<file path="src/verilog/mie_pkg.sv">
// Package for the master interrupt enable block: constants and carrier types
package mie_pkg;

  localparam int CTRL_WIDTH = 8;
  localparam int GATE_BIT = 7;
  localparam logic [7:0] CTRL_RESET = 8'h00;
  localparam logic GATE_RESET = 1'b0;
  localparam int NUM_SOURCES = 8;

  // Instruction and acknowledge events reported by the core, one-cycle pulses
  typedef struct packed {
    logic enable_interrupts_instruction;
    logic disable_interrupts_instruction;
    logic return_from_service_instruction;
    logic ack;
  } mie_core_evt_type;

  // Software write to the interrupt control register
  typedef struct packed {
    logic wr;
    logic [CTRL_WIDTH-1:0] data;
  } mie_ctrl_wr_type;

endpackage
</file>
<file path="src/verilog/mie_master_int_enable.sv">
// Master interrupt enable: global gate flag and gated request toward the core
//
// Functional notes
// - One master flag gates every request
// - Enable-interrupts instruction sets the flag
// - Return-from-service instruction sets the flag
// - Software writing one sets the flag
// - Disable-interrupts instruction clears the flag
// - Core acknowledge clears the flag
// - Software writing zero clears the flag
// - Reset clears the flag
`timescale 1ns/1ps
module mie_master_int_enable
  import mie_pkg::*;
#(
  parameter int N = NUM_SOURCES
) (
  input wire logic i_sys_clk,
  input wire logic i_srst,
  input wire logic i_clk_en,
  input wire mie_core_evt_type i_core_evt,
  input wire mie_ctrl_wr_type i_ctrl_wr,
  input wire logic [N-1:0] i_irq_src,
  input wire logic [N-1:0] i_ack_src,
  output logic o_global_int_gate,
  output logic o_irq_req,
  output logic [N-1:0] o_pending,
  output logic [CTRL_WIDTH-1:0] o_ctrl_value
);

  logic next_gate;
  logic [N-1:0] pending;

  ////////////////////////////////////////////////////////////////////////////
  // Gate flag
  // Core events outrank a software write in the same cycle; among them
  // the clearing ones win so an acknowledge can never leave the gate open.

  function automatic logic gate_from_write(input logic [CTRL_WIDTH-1:0] data);
    return data[GATE_BIT];
  endfunction

  always_comb begin
    next_gate = o_global_int_gate;
    if (i_core_evt.ack) begin
      next_gate = 1'b0;
    end else if (i_core_evt.disable_interrupts_instruction) begin
      next_gate = 1'b0;
    end else if (i_core_evt.enable_interrupts_instruction) begin
      next_gate = 1'b1;
    end else if (i_core_evt.return_from_service_instruction) begin
      next_gate = 1'b1;
    end else if (i_ctrl_wr.wr) begin
      next_gate = gate_from_write(i_ctrl_wr.data);
    end
  end

  always_ff @(posedge i_sys_clk) begin
    if (i_srst) begin
      o_global_int_gate <= GATE_RESET;
    end else if (i_clk_en) begin
      o_global_int_gate <= next_gate;
    end
  end

  ////////////////////////////////////////////////////////////////////////////
  // Pending requests and gated output

  mie_pend_latch #(
    .N(N)
  ) u_pend (
    .i_sys_clk(i_sys_clk),
    .i_srst(i_srst),
    .i_clk_en(i_clk_en),
    .i_set(i_irq_src),
    .i_clr_en(i_core_evt.ack),
    .i_clr(i_ack_src),
    .o_pending(pending)
  );

  // Request lags the pending latch by one cycle; costs a cycle of latency
  // but keeps the output straight from a flip-flop.
  always_ff @(posedge i_sys_clk) begin
    if (i_srst) begin
      o_irq_req <= 1'b0;
      o_pending <= '0;
    end else if (i_clk_en) begin
      o_irq_req <= next_gate & (|pending);
      o_pending <= pending;
    end
  end

  always_ff @(posedge i_sys_clk) begin
    if (i_srst) begin
      o_ctrl_value <= CTRL_RESET;
    end else if (i_clk_en) begin
      o_ctrl_value <= CTRL_RESET | (CTRL_WIDTH'(next_gate) << GATE_BIT);
    end
  end

  logic no_core;
  assign no_core = !i_core_evt.ack && !i_core_evt.disable_interrupts_instruction &&
                   !i_core_evt.enable_interrupts_instruction && !i_core_evt.return_from_service_instruction;
endmodule

</file>
<file path="src/verilog/mie_pend_latch.sv">
// Latch bank that keeps interrupt requests pending until serviced
`timescale 1ns/1ps
module mie_pend_latch
  import mie_pkg::*;
#(
  parameter int N = NUM_SOURCES
) (
  input wire logic i_sys_clk,
  input wire logic i_srst,
  input wire logic i_clk_en,
  input wire logic [N-1:0] i_set,
  input wire logic i_clr_en,
  input wire logic [N-1:0] i_clr,
  output logic [N-1:0] o_pending
);

  // A request arriving in the cycle of its own clear survives
  always_ff @(posedge i_sys_clk) begin
    if (i_srst) begin
      o_pending <= '0;
    end else if (i_clk_en) begin
      o_pending <= (o_pending & ~(i_clr & {N{i_clr_en}})) | i_set;
    end
  end

endmodule

</file>
<file path="config.mk">
export PLATFORM = sky130hd
export DESIGN_NAME = mie_master_int_enable
export DESIGN_NICKNAME = d
export VERILOG_FILES = /design/src/verilog/mie_pkg.sv /design/src/verilog/mie_master_int_enable.sv /design/src/verilog/mie_pend_latch.sv
export SDC_FILE = /design/constraint.sdc
export NUM_CORES = 1
export LEC_CHECK = 0
export ABC_CLOCK_PERIOD_IN_PS = 1200
export BUFFER_PORTS_ARGS = -buffer_cell sky130_fd_sc_hd__buf_2
export CAP_MARGIN = 10
export CORE_MARGIN = 2
export CORE_UTILIZATION = 40
export DETAILED_ROUTE_END_ITERATION = 10
export GPL_ROUTABILITY_DRIVEN = 0
export GPL_TIMING_DRIVEN = 0
export HOLD_SLACK_MARGIN = 0.05
export PLACE_DENSITY = 0.76
export SYNTH_ARGS = -nofsm -noshare
export SYNTH_HDL_FRONTEND = slang
export SYNTH_SLANG_ARGS = --single-unit
</file>
<file path="constraint.sdc">
create_clock -name i_sys_clk -period 1.2 [get_ports i_sys_clk]
set_input_delay 0.24 -clock i_sys_clk [delete_from_list [all_inputs] [get_ports i_sys_clk]]
set_output_delay 0.24 -clock i_sys_clk [all_outputs]
set_load 0.1 [all_outputs]
</file>
Word level (Yosys, flattened, before mapping)
Cells that the tools add are included.

Register bits after elaboration: 18. Input port bits: 32. Output and inout bits: 18. Logic and storage cells: 15.

Muxes and demuxes: 5. Bitwise gates (word level): 5. Reduce and logical (&&, ||, !) cells: 1.

Operators by type and width (number): 8-bit bitwise AND (2); 8-bit inverter (1); 8-bit OR (1); 8-bit OR reduction (1); 1-bit two-way mux (5); 1-bit bitwise AND (1).

Depth between registers and ports, before layout
Gate-level depths: netlist of the first run.

Word-level depth: 6. Depth in mapped cells: 5. Mapped depth without buffers: 3.

Modules after synthesis
From an unflattened synthesis of the first run, not the netlist that was laid out.

Cells, all modules: 82. Area total of the unflattened synthesis: 848.3 µm².

Modules (own cells, without submodules): mie_master_int_enable (times used 1, cells each 47, area each 461.7 µm²); mie_pend_latch (times used 1, cells each 35, area each 386.6 µm²).

Worst setup path after synthesis of the first run
No wires, ideal clock.

Path type: flip-flop to output port. From: register o_ctrl_value[7]. To: output o_ctrl_value[7]. Arrival time: 1.391 ns. Required time: 0.960 ns. Path slack: -0.431 ns. Stages on the path, launching flop included: 2. Buffers on the path: 1. Path through: dfxtp_1 > buf_4.

RTL lines: from (decl) (RTL line mie_master_int_enable.sv:28) `output logic [CTRL_WIDTH-1:0] o_ctrl_value`; from (signal assigned) (RTL line mie_master_int_enable.sv:97) `o_ctrl_value <= CTRL_RESET | (CTRL_WIDTH'(next_gate) << GATE_BIT);`.

No word-level cell between the ends.

Final worst setup path of the first run
From: register o_ctrl_value[7]. To: output o_ctrl_value[7].

No word-level cell between the ends.

==> qor.yml, run 1 <==
sta:
  final-setup-viol-count: 0
  grt_setup_unrepaired: "yes"
  drv_slew: 0
  layout_min_cycle_time_ps: 1170
  hold_violations: 0
  holdWs_ps: 200
  clock.fmax_ghz: 0.851
  fin_ws_ps: 25.3
  fin_crit_sh_pct: 97.9
  skew_ps: 0.661
floorplanning:
  dieArea_um2: 2340
  start_util_pct: 41.4
  die_w_um: 48.4
  die_y_um: 48.4
  rows: 16
  core_area_um2: 1900
  io-pin-count: 50
finish:
  syn_to_final_growth_pct: 40.5
  drive_gt1_share_pct: 48.8
  nNetsFinal: 158
  diodes: 0
  utilization_pct: 58.2
clock_network:
  clk_pin_slew_worst_paths_ps: 100
  cts_tree: "yes"
  cts_buffers: 3
  insertion_delay_ps: 290
  holdBufCountCts: 0
  cts_max_path_buffers: 2
  root_buffer: "clkbuf_4"
  clock_sinks: 18
  cts_htree_levels: 1
worst_setup_path:
  crit_fanout: 4
  critPathKind: "flip-flop to primary output"
  reg2reg_slack_ps: 80
  required_ps: 960
  end_kind: "primary output"
  cp-start-kind: "flip-flop"
  cp.arrival_ps: 930
pwr:
  p_int_uw: 931
  combPwrFrac_pct: 27.7
  p_per_area_nw_per_um2: 1280
  switching_share_pct: 34.4
  power_leakage_uw: 0.000536
  power_frac_seq_pct: 45.9
  p_sw_uw: 488
  pwr-share-clk_pct: 26.4
  peakVddDrop_mv: 0.622
synth:
  synth-seq-area-share_pct: 45.8
  yosysTopAreaCellShare_pct: 45.8
  ys_ff_latch: 18
  ys_top_cells_by_count: "dfxtp_1 (18), nor2_1 (17), buf_4 (10)"
  synth_ff_type: "dfxtp_1"
  yosys_warnings: 0
  synthTopCellsByArea: "dfxtp_1 (46%), mux2i_1 (10%), buf_4 (9.5%)"
  syn_area_per_cell_um2: 9.48
  synth_edf_count: 0
  post-synth-top-count-cell: "dfxtp_1"
  syn_inst: 83
  synth_area_um2: 787
  synth_top_area_cell: "dfxtp_1"
  synth_cell_types: 17
  async_flop_share_pct: 0
drt:
  drc: 0
  wire_per_inst_um: 10.9
  totalWireLength_mm: 1.66
  drt_pass1_iterations: 4
  vias: 700
  drt_iter0_markers: 5
  vias_per_cell: 4.61
  ant_nets: 0
run_status:
  status: "finished, final reports clean"
global_route:
  grt_max_degree: 11
  grt_pass1_vias: 647
  grtUsageTotal_pct: 14.4
  gr-total-overflow: 0
  grt_first_pass_wirelength_mm: 2.69
  antenna_found_initial: 0
job:
  maxCapViolations: 0
placement:
  place_ws_ps: 76.5
  dp_hpwl_mm: 1.29
  io_buffers: 32
min_path:
  hp-class: "primary input to flip-flop"
[power groups by stage]
stage | sequential [uW] | clock, uW | combinational, uW
floorplan | 753 | 0 | 219
global placement | 663 | 0 | 374
detailed placement | 664 | 0 | 378
CTS | 651 | 382 | 391
global route | 656 | 414 | 412
finish | 652 | 374 | 393
[critical path, cell delays in order, from the launching register on]
cell	delay, ps
dfxtp_4	370
buf_6	120
buf_12	150
[state kept, by name (all words and copies together) (netlist names)]
name / flops
o_ctrl_value: 1
o_irq_req: 1
o_pending: 8
u_pend.o_pending: 8
[routing by layer]
layer | global-route usage, % | vias up | part of all wire [%]
met3 | 3.70 | 4 | 7.8
met2 | 25.7 | 26 | 48
li1 | - | 358 | -
met5 | 0 | - | 0
met1 | 16.5 | 312 | 43
met4 | 5.71 | 0 | 1.3
[placed cells by master, fill, tap and decap left out]
| cell type | instances |
|---|---|
| buf_2 | 24 |
| buf_4 | 17 |
| nor2_1 | 17 |
| dfxtp_2 | 9 |
| nand3_1 | 8 |
| a22oi_1 | 8 |
| mux2i_1 | 8 |
| dfxtp_1 | 8 |
| conb_1 | 7 |
| buf_6 | 3 |
| clkbuf_4 | 3 |
| nor4_1 | 2 |
| clkbuf_1 | 1 |
| inv_1 | 1 |
| mux2_4 | 1 |
| o311ai_4 | 1 |
| a21o_1 | 1 |
| o32ai_1 | 1 |
| nand2b_1 | 1 |
| a21oi_1 | 1 |
| clkbuf_8 | 1 |
| dfxtp_4 | 1 |
| buf_12 | 1 |
[repair_timing]
item	4_1_cts	5_1_grt
pin swaps	0	0
buffers inserted	0	0
resized for setup	14	3
setup endpoints to repair	11	3
[through the flow]
step / cells / total power, uW / TNS, ps / cell area, um^2
global placement: 148 / 1040 / 0 / 1020
CTS: 152 / 1420 / 0 / 1090
floorplan: 89 / 972 / 0 / 825
detailed placement: 148 / 1040 / 0 / 1020
finish: 152 / 1420 / 0 / 1110
global route: 152 / 1480 / -14.1 / 1110
[logic make-up (layout without fill, tap and decap cells)]
kind of cell    Yosys count  after routing  share of synthesized area [%]
other cells               1              7                          0.476
mux                       9              9                           12.1
simple gates             28             28                           15.6
compound gates           12             12                           13.7
flops                    18             18                           45.8
buf+inv                  15             51                           12.4
[layout make-up]
cell class	instances	area, um^2
inverters	1	3.75
clock buffers	4	36.3
well taps	27	33.8
plain buffers	14	97.6
flip-flops and latches	18	375
multi-input cells	56	352
fillers	179	796
repair buffers	32	208
[path summary, 6_finish.rpt]
check,from,endpoint,cells after the start
setup / recovery,o_ctrl_value[7]$_SDFFE_PP0P_,o_ctrl_value[7],2
hold / removal,i_irq_src[1],u_pend.o_pending[1]$_SDFFE_PP0P_,3
setup reg to reg,o_ctrl_value[7]$_SDFFE_PP0P_,o_irq_req$_SDFFE_PP0P_,3
hold reg to reg,o_irq_req$_SDFFE_PP0P_,o_irq_req$_SDFFE_PP0P_,2
Power figures use the tool's default switching activity.
==> inputs of run 2 (changes only) <==
--- a/config.mk
+++ b/config.mk
@@ -14,7 +14,7 @@
 export GPL_ROUTABILITY_DRIVEN = 0
 export GPL_TIMING_DRIVEN = 0
 export HOLD_SLACK_MARGIN = 0.05
-export PLACE_DENSITY = 0.76
+export PLACE_DENSITY = 0.75
 export SYNTH_ARGS = -nofsm -noshare
 export SYNTH_HDL_FRONTEND = slang
 export SYNTH_SLANG_ARGS = --single-unit
==> qor.yml, run 2 (synthesis results as in run 1) <==
sta:
  clock.fmax_ghz: 0.848  # -0.41%
  final-setup-viol-count: 0  # unchanged
  grt_setup_unrepaired: "yes"
  layout_min_cycle_time_ps: 1180  # +4.78 ps
  skew_ps: 1.80  # +1.14 ps
  finalSetupTns_ps: 0  # unchanged
  fin_crit_sh_pct: 98.3  # +0.40 points
  drv_slew: 0  # unchanged
  hold_violations: 0  # unchanged
drt:
  totalWireLength_mm: 1.62  # -2.5%
  vias_per_cell: 4.53  # -1.7%
  wire_per_inst_um: 10.7  # -2.5%
  ant_nets: 0  # unchanged
  vias: 688  # -1.7%
  drt_iter0_markers: 5  # unchanged
  drc: 0  # unchanged
  drt_pass1_iterations: 4  # unchanged
worst_setup_path:
  rr_worst_depth: 3  # unchanged
  end_kind: "primary output"
  reg2reg_to: "o_irq_req$_SDFFE_PP0P_"
  required_ps: 960  # about the same
  reg2reg_slack_ps: 120  # +40 ps
  slowest_stage: "dfxtp_4"
  slowest_delay_ps: 360  # about the same
  crit_chain: "buf_4 -> buf_12"
  cp-start-kind: "flip-flop"
  crit_fanout: 4  # unchanged
  critPathKind: "flip-flop to primary output"
  cp.arrival_ps: 940  # about the same
  r2r-start: "o_ctrl_value[7]$_SDFFE_PP0P_"
clock_network:
  clock_sinks: 18  # unchanged
  insertion_delay_ps: 280  # about the same
  cts_max_path_buffers: 2  # unchanged
  cts_htree_levels: 1  # unchanged
  cts_buffers: 3  # unchanged
  clk_pin_slew_worst_paths_ps: 100  # about the same
  cts_tree: "yes"
  root_buffer: "clkbuf_4"
pwr:
  p_sw_uw: 473  # -3.2%
  power_leakage_uw: 0.000533  # -0.43%
  combPwrFrac_pct: 27.7  # about the same
  p_int_uw: 928  # -0.31%
  peakVddDrop_mv: 0.846  # +36%
  p_per_area_nw_per_um2: 1280  # -0.27%
  power_frac_seq_pct: 46.6  # +0.7 points
  pwr-share-clk_pct: 25.7  # -0.7 points
  switching_share_pct: 33.8  # -0.65 points
min_path:
  hold_start: "i_irq_src[6]"
  hp-class: "primary input to flip-flop"
  min_path_cells: 3  # unchanged
  hold_end: "u_pend.o_pending[6]$_SDFFE_PP0P_"
floorplanning:
  dieArea_um2: 2340  # unchanged
  io-pin-count: 50  # unchanged
  core_area_um2: 1900  # unchanged
  start_util_pct: 41.4  # unchanged
  rows: 16  # unchanged
  die_w_um: 48.4  # unchanged
  die_y_um: 48.4  # unchanged
finish:
  diodes: 0  # unchanged
  final_cell_mix: "buf_2 (24), buf_4 (20), nor2_1 (17), dfxtp_2 (9)"
  syn_to_final_growth_pct: 39.1
  nNetsFinal: 158  # unchanged
  fin_cells: 152  # unchanged
  drive_gt1_share_pct: 48.8  # unchanged
  fillers: 178  # -0.56%
  final_common_cell: "buf_2"
  reg_top3: "o_pending (8), u_pend.o_pending (8)"
  final_cell_area_um2: 1090  # -1.0%
placement:
  dp_cells: 148  # unchanged
  place_area_um2: 1020  # unchanged
  dp_hpwl_mm: 1.28  # -0.84%
  io_buffers: 32  # unchanged
global_route:
  antenna_found_initial: 0  # unchanged
  grtUsageTotal_pct: 14.1  # -0.34 points
  use_met3_pct: 2.78  # -0.93 points
  gr-total-overflow: 0  # unchanged
  grt_first_pass_wirelength_mm: 2.73  # +1.3%
  grt_max_degree: 11  # unchanged
  grt.busiest_layer: "met2"
  use_met2_pct: 25.5  # -0.23 points
  grt_pass1_vias: 642  # -0.77%
  grtUsageMet1_pct: 17.5  # +0.95 points
job:
  maxCapViolations: 0  # unchanged
run_status:
  status: "finished, final reports clean"
-- run 2: stage by stage --
| stage | total power [uW] | hold WS [ps] | util [%] | worst slack [ps] |
|---|---|---|---|---|
| 2_1_floorplan | 972 | 405 | - | 18.2 |
| 3_3_place_gp | 1040 | 459 | 53.6 | 99.9 |
| 5_1_grt | 1460 | 209 | 57.6 | -16.1 |
| 6_report | 1400 | 204 | 57.6 | 20.5 |
| 3_5_place_dp | 1040 | 465 | 53.6 | 83.1 |
| 4_1_cts | 1420 | 196 | 57.6 | 4.78 |
-- run 2: worst max-delay path by stage --
stage,slack (ps),cells past startpoint,end,from
2_1_floorplan,20,3,o_irq_req$_SDFFE_PP0P_,o_ctrl_value[7]$_SDFFE_PP0P_
3_5_place_dp,80,4,o_irq_req$_SDFFE_PP0P_,i_ctrl_wr[8]
5_1_grt,-20,2,o_ctrl_value[7],o_ctrl_value[7]$_SDFFE_PP0P_
3_3_place_gp,100,4,o_irq_req$_SDFFE_PP0P_,i_ctrl_wr[8]
6_report,20,2,o_ctrl_value[7],o_ctrl_value[7]$_SDFFE_PP0P_
4_1_cts,5,2,o_ctrl_value[7],o_ctrl_value[7]$_SDFFE_PP0P_
-- run 2: cell type report --
cell class	count	area, um^2	share of cell area, %
inverter	1	3.75	0.343
sequential	18	375	34.3
multi-input combinational	56	352	32.1
clock buffer	4	36.3	3.31
timing repair buffer	32	200	18.3
tap	27	33.8	3.09
buffer	14	93.8	8.57
-- run 2: worst max-delay path: cells and delay by family, from the launching register on --
family	cells	cell delay (ps)
flops	1	360
buf+inv	2	290
-- run 2: what timing repair did --
item	CTS	global route
hold buffers	0	0
pin swaps	0	0
resized for setup	14	0
setup buffers	0	0
setup endpoints to repair	11	2
-- run 2: power by group through the flow --
stage               Combinational [uW]  Sequential, uW  Clock (uW)
global placement                   374             664           0
global route                       411             657         397
detailed placement                 378             665           0
floorplan                          219             753           0
CTS                                390             652         373
finish                             389             652         360
-- run 2: metal layers --
| metal | up-vias | part of all wire [%] |
|---|---|---|
| met5 | - | 0 |
| met4 | 0 | 0 |
| met3 | 0 | 7.4 |
| met2 | 26 | 51 |
| met1 | 305 | 41 |
| li1 | 357 | - |
==> inputs of run 3 (changes only) <==
--- a/config.mk
+++ b/config.mk
@@ -8,7 +8,6 @@
 export ABC_CLOCK_PERIOD_IN_PS = 1200
 export BUFFER_PORTS_ARGS = -buffer_cell sky130_fd_sc_hd__buf_2
 export CAP_MARGIN = 10
-export CORE_MARGIN = 2
 export CORE_UTILIZATION = 40
 export DETAILED_ROUTE_END_ITERATION = 10
 export GPL_ROUTABILITY_DRIVEN = 0
==> qor.yml, run 3 (synthesis results as in run 1) <==
min_path:
  hp-class: "primary input to flip-flop"
  hold_end: "u_pend.o_pending[6]$_SDFFE_PP0P_"
  hold_start: "i_irq_src[6]"
  min_path_cells: 3  # unchanged
clock_network:
  insertion_delay_ps: 290  # about the same
  cts.repair.resized: 14  # unchanged
  postCtsSetupBuffers: 0  # unchanged
  clk_pin_slew_worst_paths_ps: 100  # about the same
  holdBufCountCts: 0  # unchanged
  root_buffer: "clkbuf_4"
  cts_buffers: 3  # unchanged
  cts_tree: "yes"
  cts_htree_levels: 1  # unchanged
  clock_sinks: 18  # unchanged
  cts_max_path_buffers: 2  # unchanged
worst_setup_path:
  slowest_delay_ps: 360  # about the same
  cp-start-kind: "flip-flop"
  required_ps: 960  # about the same
  crit_fanout: 4  # unchanged
  slowest_stage: "dfxtp_4"
  r2r-start: "o_ctrl_value[7]$_SDFFE_PP0P_"
  reg2reg_slack_ps: 100  # -20 ps
  critPathKind: "flip-flop to primary output"
  cp.arrival_ps: 940  # about the same
  rr_worst_depth: 3  # unchanged
  reg2reg_to: "o_irq_req$_SDFFE_PP0P_"
  crit_chain: "buf_4 -> buf_12"
  end_kind: "primary output"
sta:
  grt_setup_unrepaired: "yes"
  skew_ps: 6.66  # +4.86 ps
  clock.fmax_ghz: 0.845  # -0.32%
  final-setup-viol-count: 0  # unchanged
  fin_crit_sh_pct: 98.6  # +0.32 points
  holdWs_ps: 202  # -2.70 ps
  drv_slew: 0  # unchanged
  fin_ws_ps: 16.7  # -3.83 ps
  hold_violations: 0  # unchanged
  layout_min_cycle_time_ps: 1180  # +3.83 ps
placement:
  dp_hpwl_mm: 1.22  # -4.6%
  place_ws_ps: 71.0  # -12.1 ps
  io_buffers: 32  # unchanged
drt:
  drt_iter0_markers: 5  # unchanged
  vias: 712  # +3.5%
  drt_pass1_iterations: 3  # -1
  totalWireLength_mm: 1.60  # -1.4%
  wire_per_inst_um: 10.6  # about the same
  ant_nets: 0  # unchanged
  drc: 0  # unchanged
  vias_per_cell: 4.75  # +4.9%
global_route:
  antenna_found_initial: 0  # unchanged
  grt_pass1_vias: 649  # +1.1%
  grt_max_degree: 11  # unchanged
  grtUsageTotal_pct: 18.2  # +4.1 points
  grt_first_pass_wirelength_mm: 2.67  # -2.0%
  grtUsageMet1_pct: 21.9  # +4.4 points
  grt.busiest_layer: "met2"
  use_met3_pct: 2.35  # -0.42 points
  use_met2_pct: 29.7  # +4.3 points
  gr-total-overflow: 0  # unchanged
pwr:
  peakVddDrop_mv: 0.762  # -9.9%
  power_leakage_uw: 0.000527  # -1.1%
  p_per_area_nw_per_um2: 1240  # -3.1%
  totalPowerFinal_uw: 1340  # -4.2%
floorplanning:
  dieArea_um2: 2150  # -8.1%
  core_area_um2: 1780  # -6.2%
  rows: 15  # -1
  io-pin-count: 50  # unchanged
  start_util_pct: 44.1  # +2.8 points
  die_w_um: 46.4  # -4.1%
  die_y_um: 46.4  # -4.1%
run_status:
  status: "finished, final reports clean"
finish:
  final_cell_mix: "buf_2 (24), buf_4 (20), nor2_1 (17), dfxtp_2 (9)"
  final_common_cell: "buf_2"
  syn_to_final_growth_pct: 37.5
  drive_gt1_share_pct: 48.0  # -0.80 points
  diodes: 0  # unchanged
  reg_top3: "o_pending (8), u_pend.o_pending (8)"
  fillers: 165  # -7.3%
  nNetsFinal: 158  # unchanged
job:
  maxCapViolations: 0  # unchanged
run 3: cell types whose count changed in the layout (fill, tap and decap cells not counted):
cell      previous run  this run
clkbuf_1             1         2
clkbuf_8             1         0
run 3: worst max path at each step:
| stage | startpoint | end | slack (ps) | cells past startpoint |
|---|---|---|---|---|
| after floorplan | o_ctrl_value[7]$_SDFFE_PP0P_ | o_irq_req$_SDFFE_PP0P_ | 20 | 3 |
| after global placement | i_ctrl_wr[8] | o_irq_req$_SDFFE_PP0P_ | 90 | 4 |
| after detailed placement | i_ctrl_wr[8] | o_irq_req$_SDFFE_PP0P_ | 70 | 4 |
| after CTS | o_ctrl_value[7]$_SDFFE_PP0P_ | o_ctrl_value[7] | 7 | 2 |
| after global routing | o_ctrl_value[7]$_SDFFE_PP0P_ | o_ctrl_value[7] | -20 | 2 |
| final | o_ctrl_value[7]$_SDFFE_PP0P_ | o_ctrl_value[7] | 20 | 2 |
run 3: per-layer routing:
metal / vias up / wire, um
met5: - / 0
met4: 0 / 18
met3: 2 / 105
met1: 327 / 661
li1: 359 / -
met2: 24 / 813
run 3: power by group:
| group | total [uW] | internal (uW) | switching, uW |
|---|---|---|---|
| clock network | 303 | 129 | 174 |
| registers | 650 | 629 | 21.3 |
| logic | 389 | 115 | 274 |
| total | 1340 | 872 | 470 |
run 3: stage by stage:
| step | instances | util, % | instance area (um^2) | setup TNS [ps] |
|---|---|---|---|---|
| floorplan | 89 | - | 825 | 0 |
| global placement | 146 | 57.0 | 1020 | 0 |
| finish | 150 | 60.7 | 1080 | 0 |
| global route | 150 | 60.7 | 1080 | -44.3 |
| detailed placement | 146 | 57.0 | 1020 | 0 |
| CTS | 150 | 60.7 | 1080 | 0 |
run 3: worst max-delay path: cells and delay by family, from the launching register on:
kind / cells / cell delay, ps
buffers and inverters: 2 / 290
flip-flops: 1 / 360
run 3: area by class of cell:
type | count | area [um^2] | share of cell area (%)
plain buffers | 14 | 93.8 | 8.67
clock buffers | 4 | 26.3 | 2.43
inverters | 1 | 3.75 | 0.347
multi-input cells | 56 | 352 | 32.5
flip-flops and latches | 18 | 375 | 34.7
well taps | 25 | 31.3 | 2.89
repair buffers | 32 | 200 | 18.5
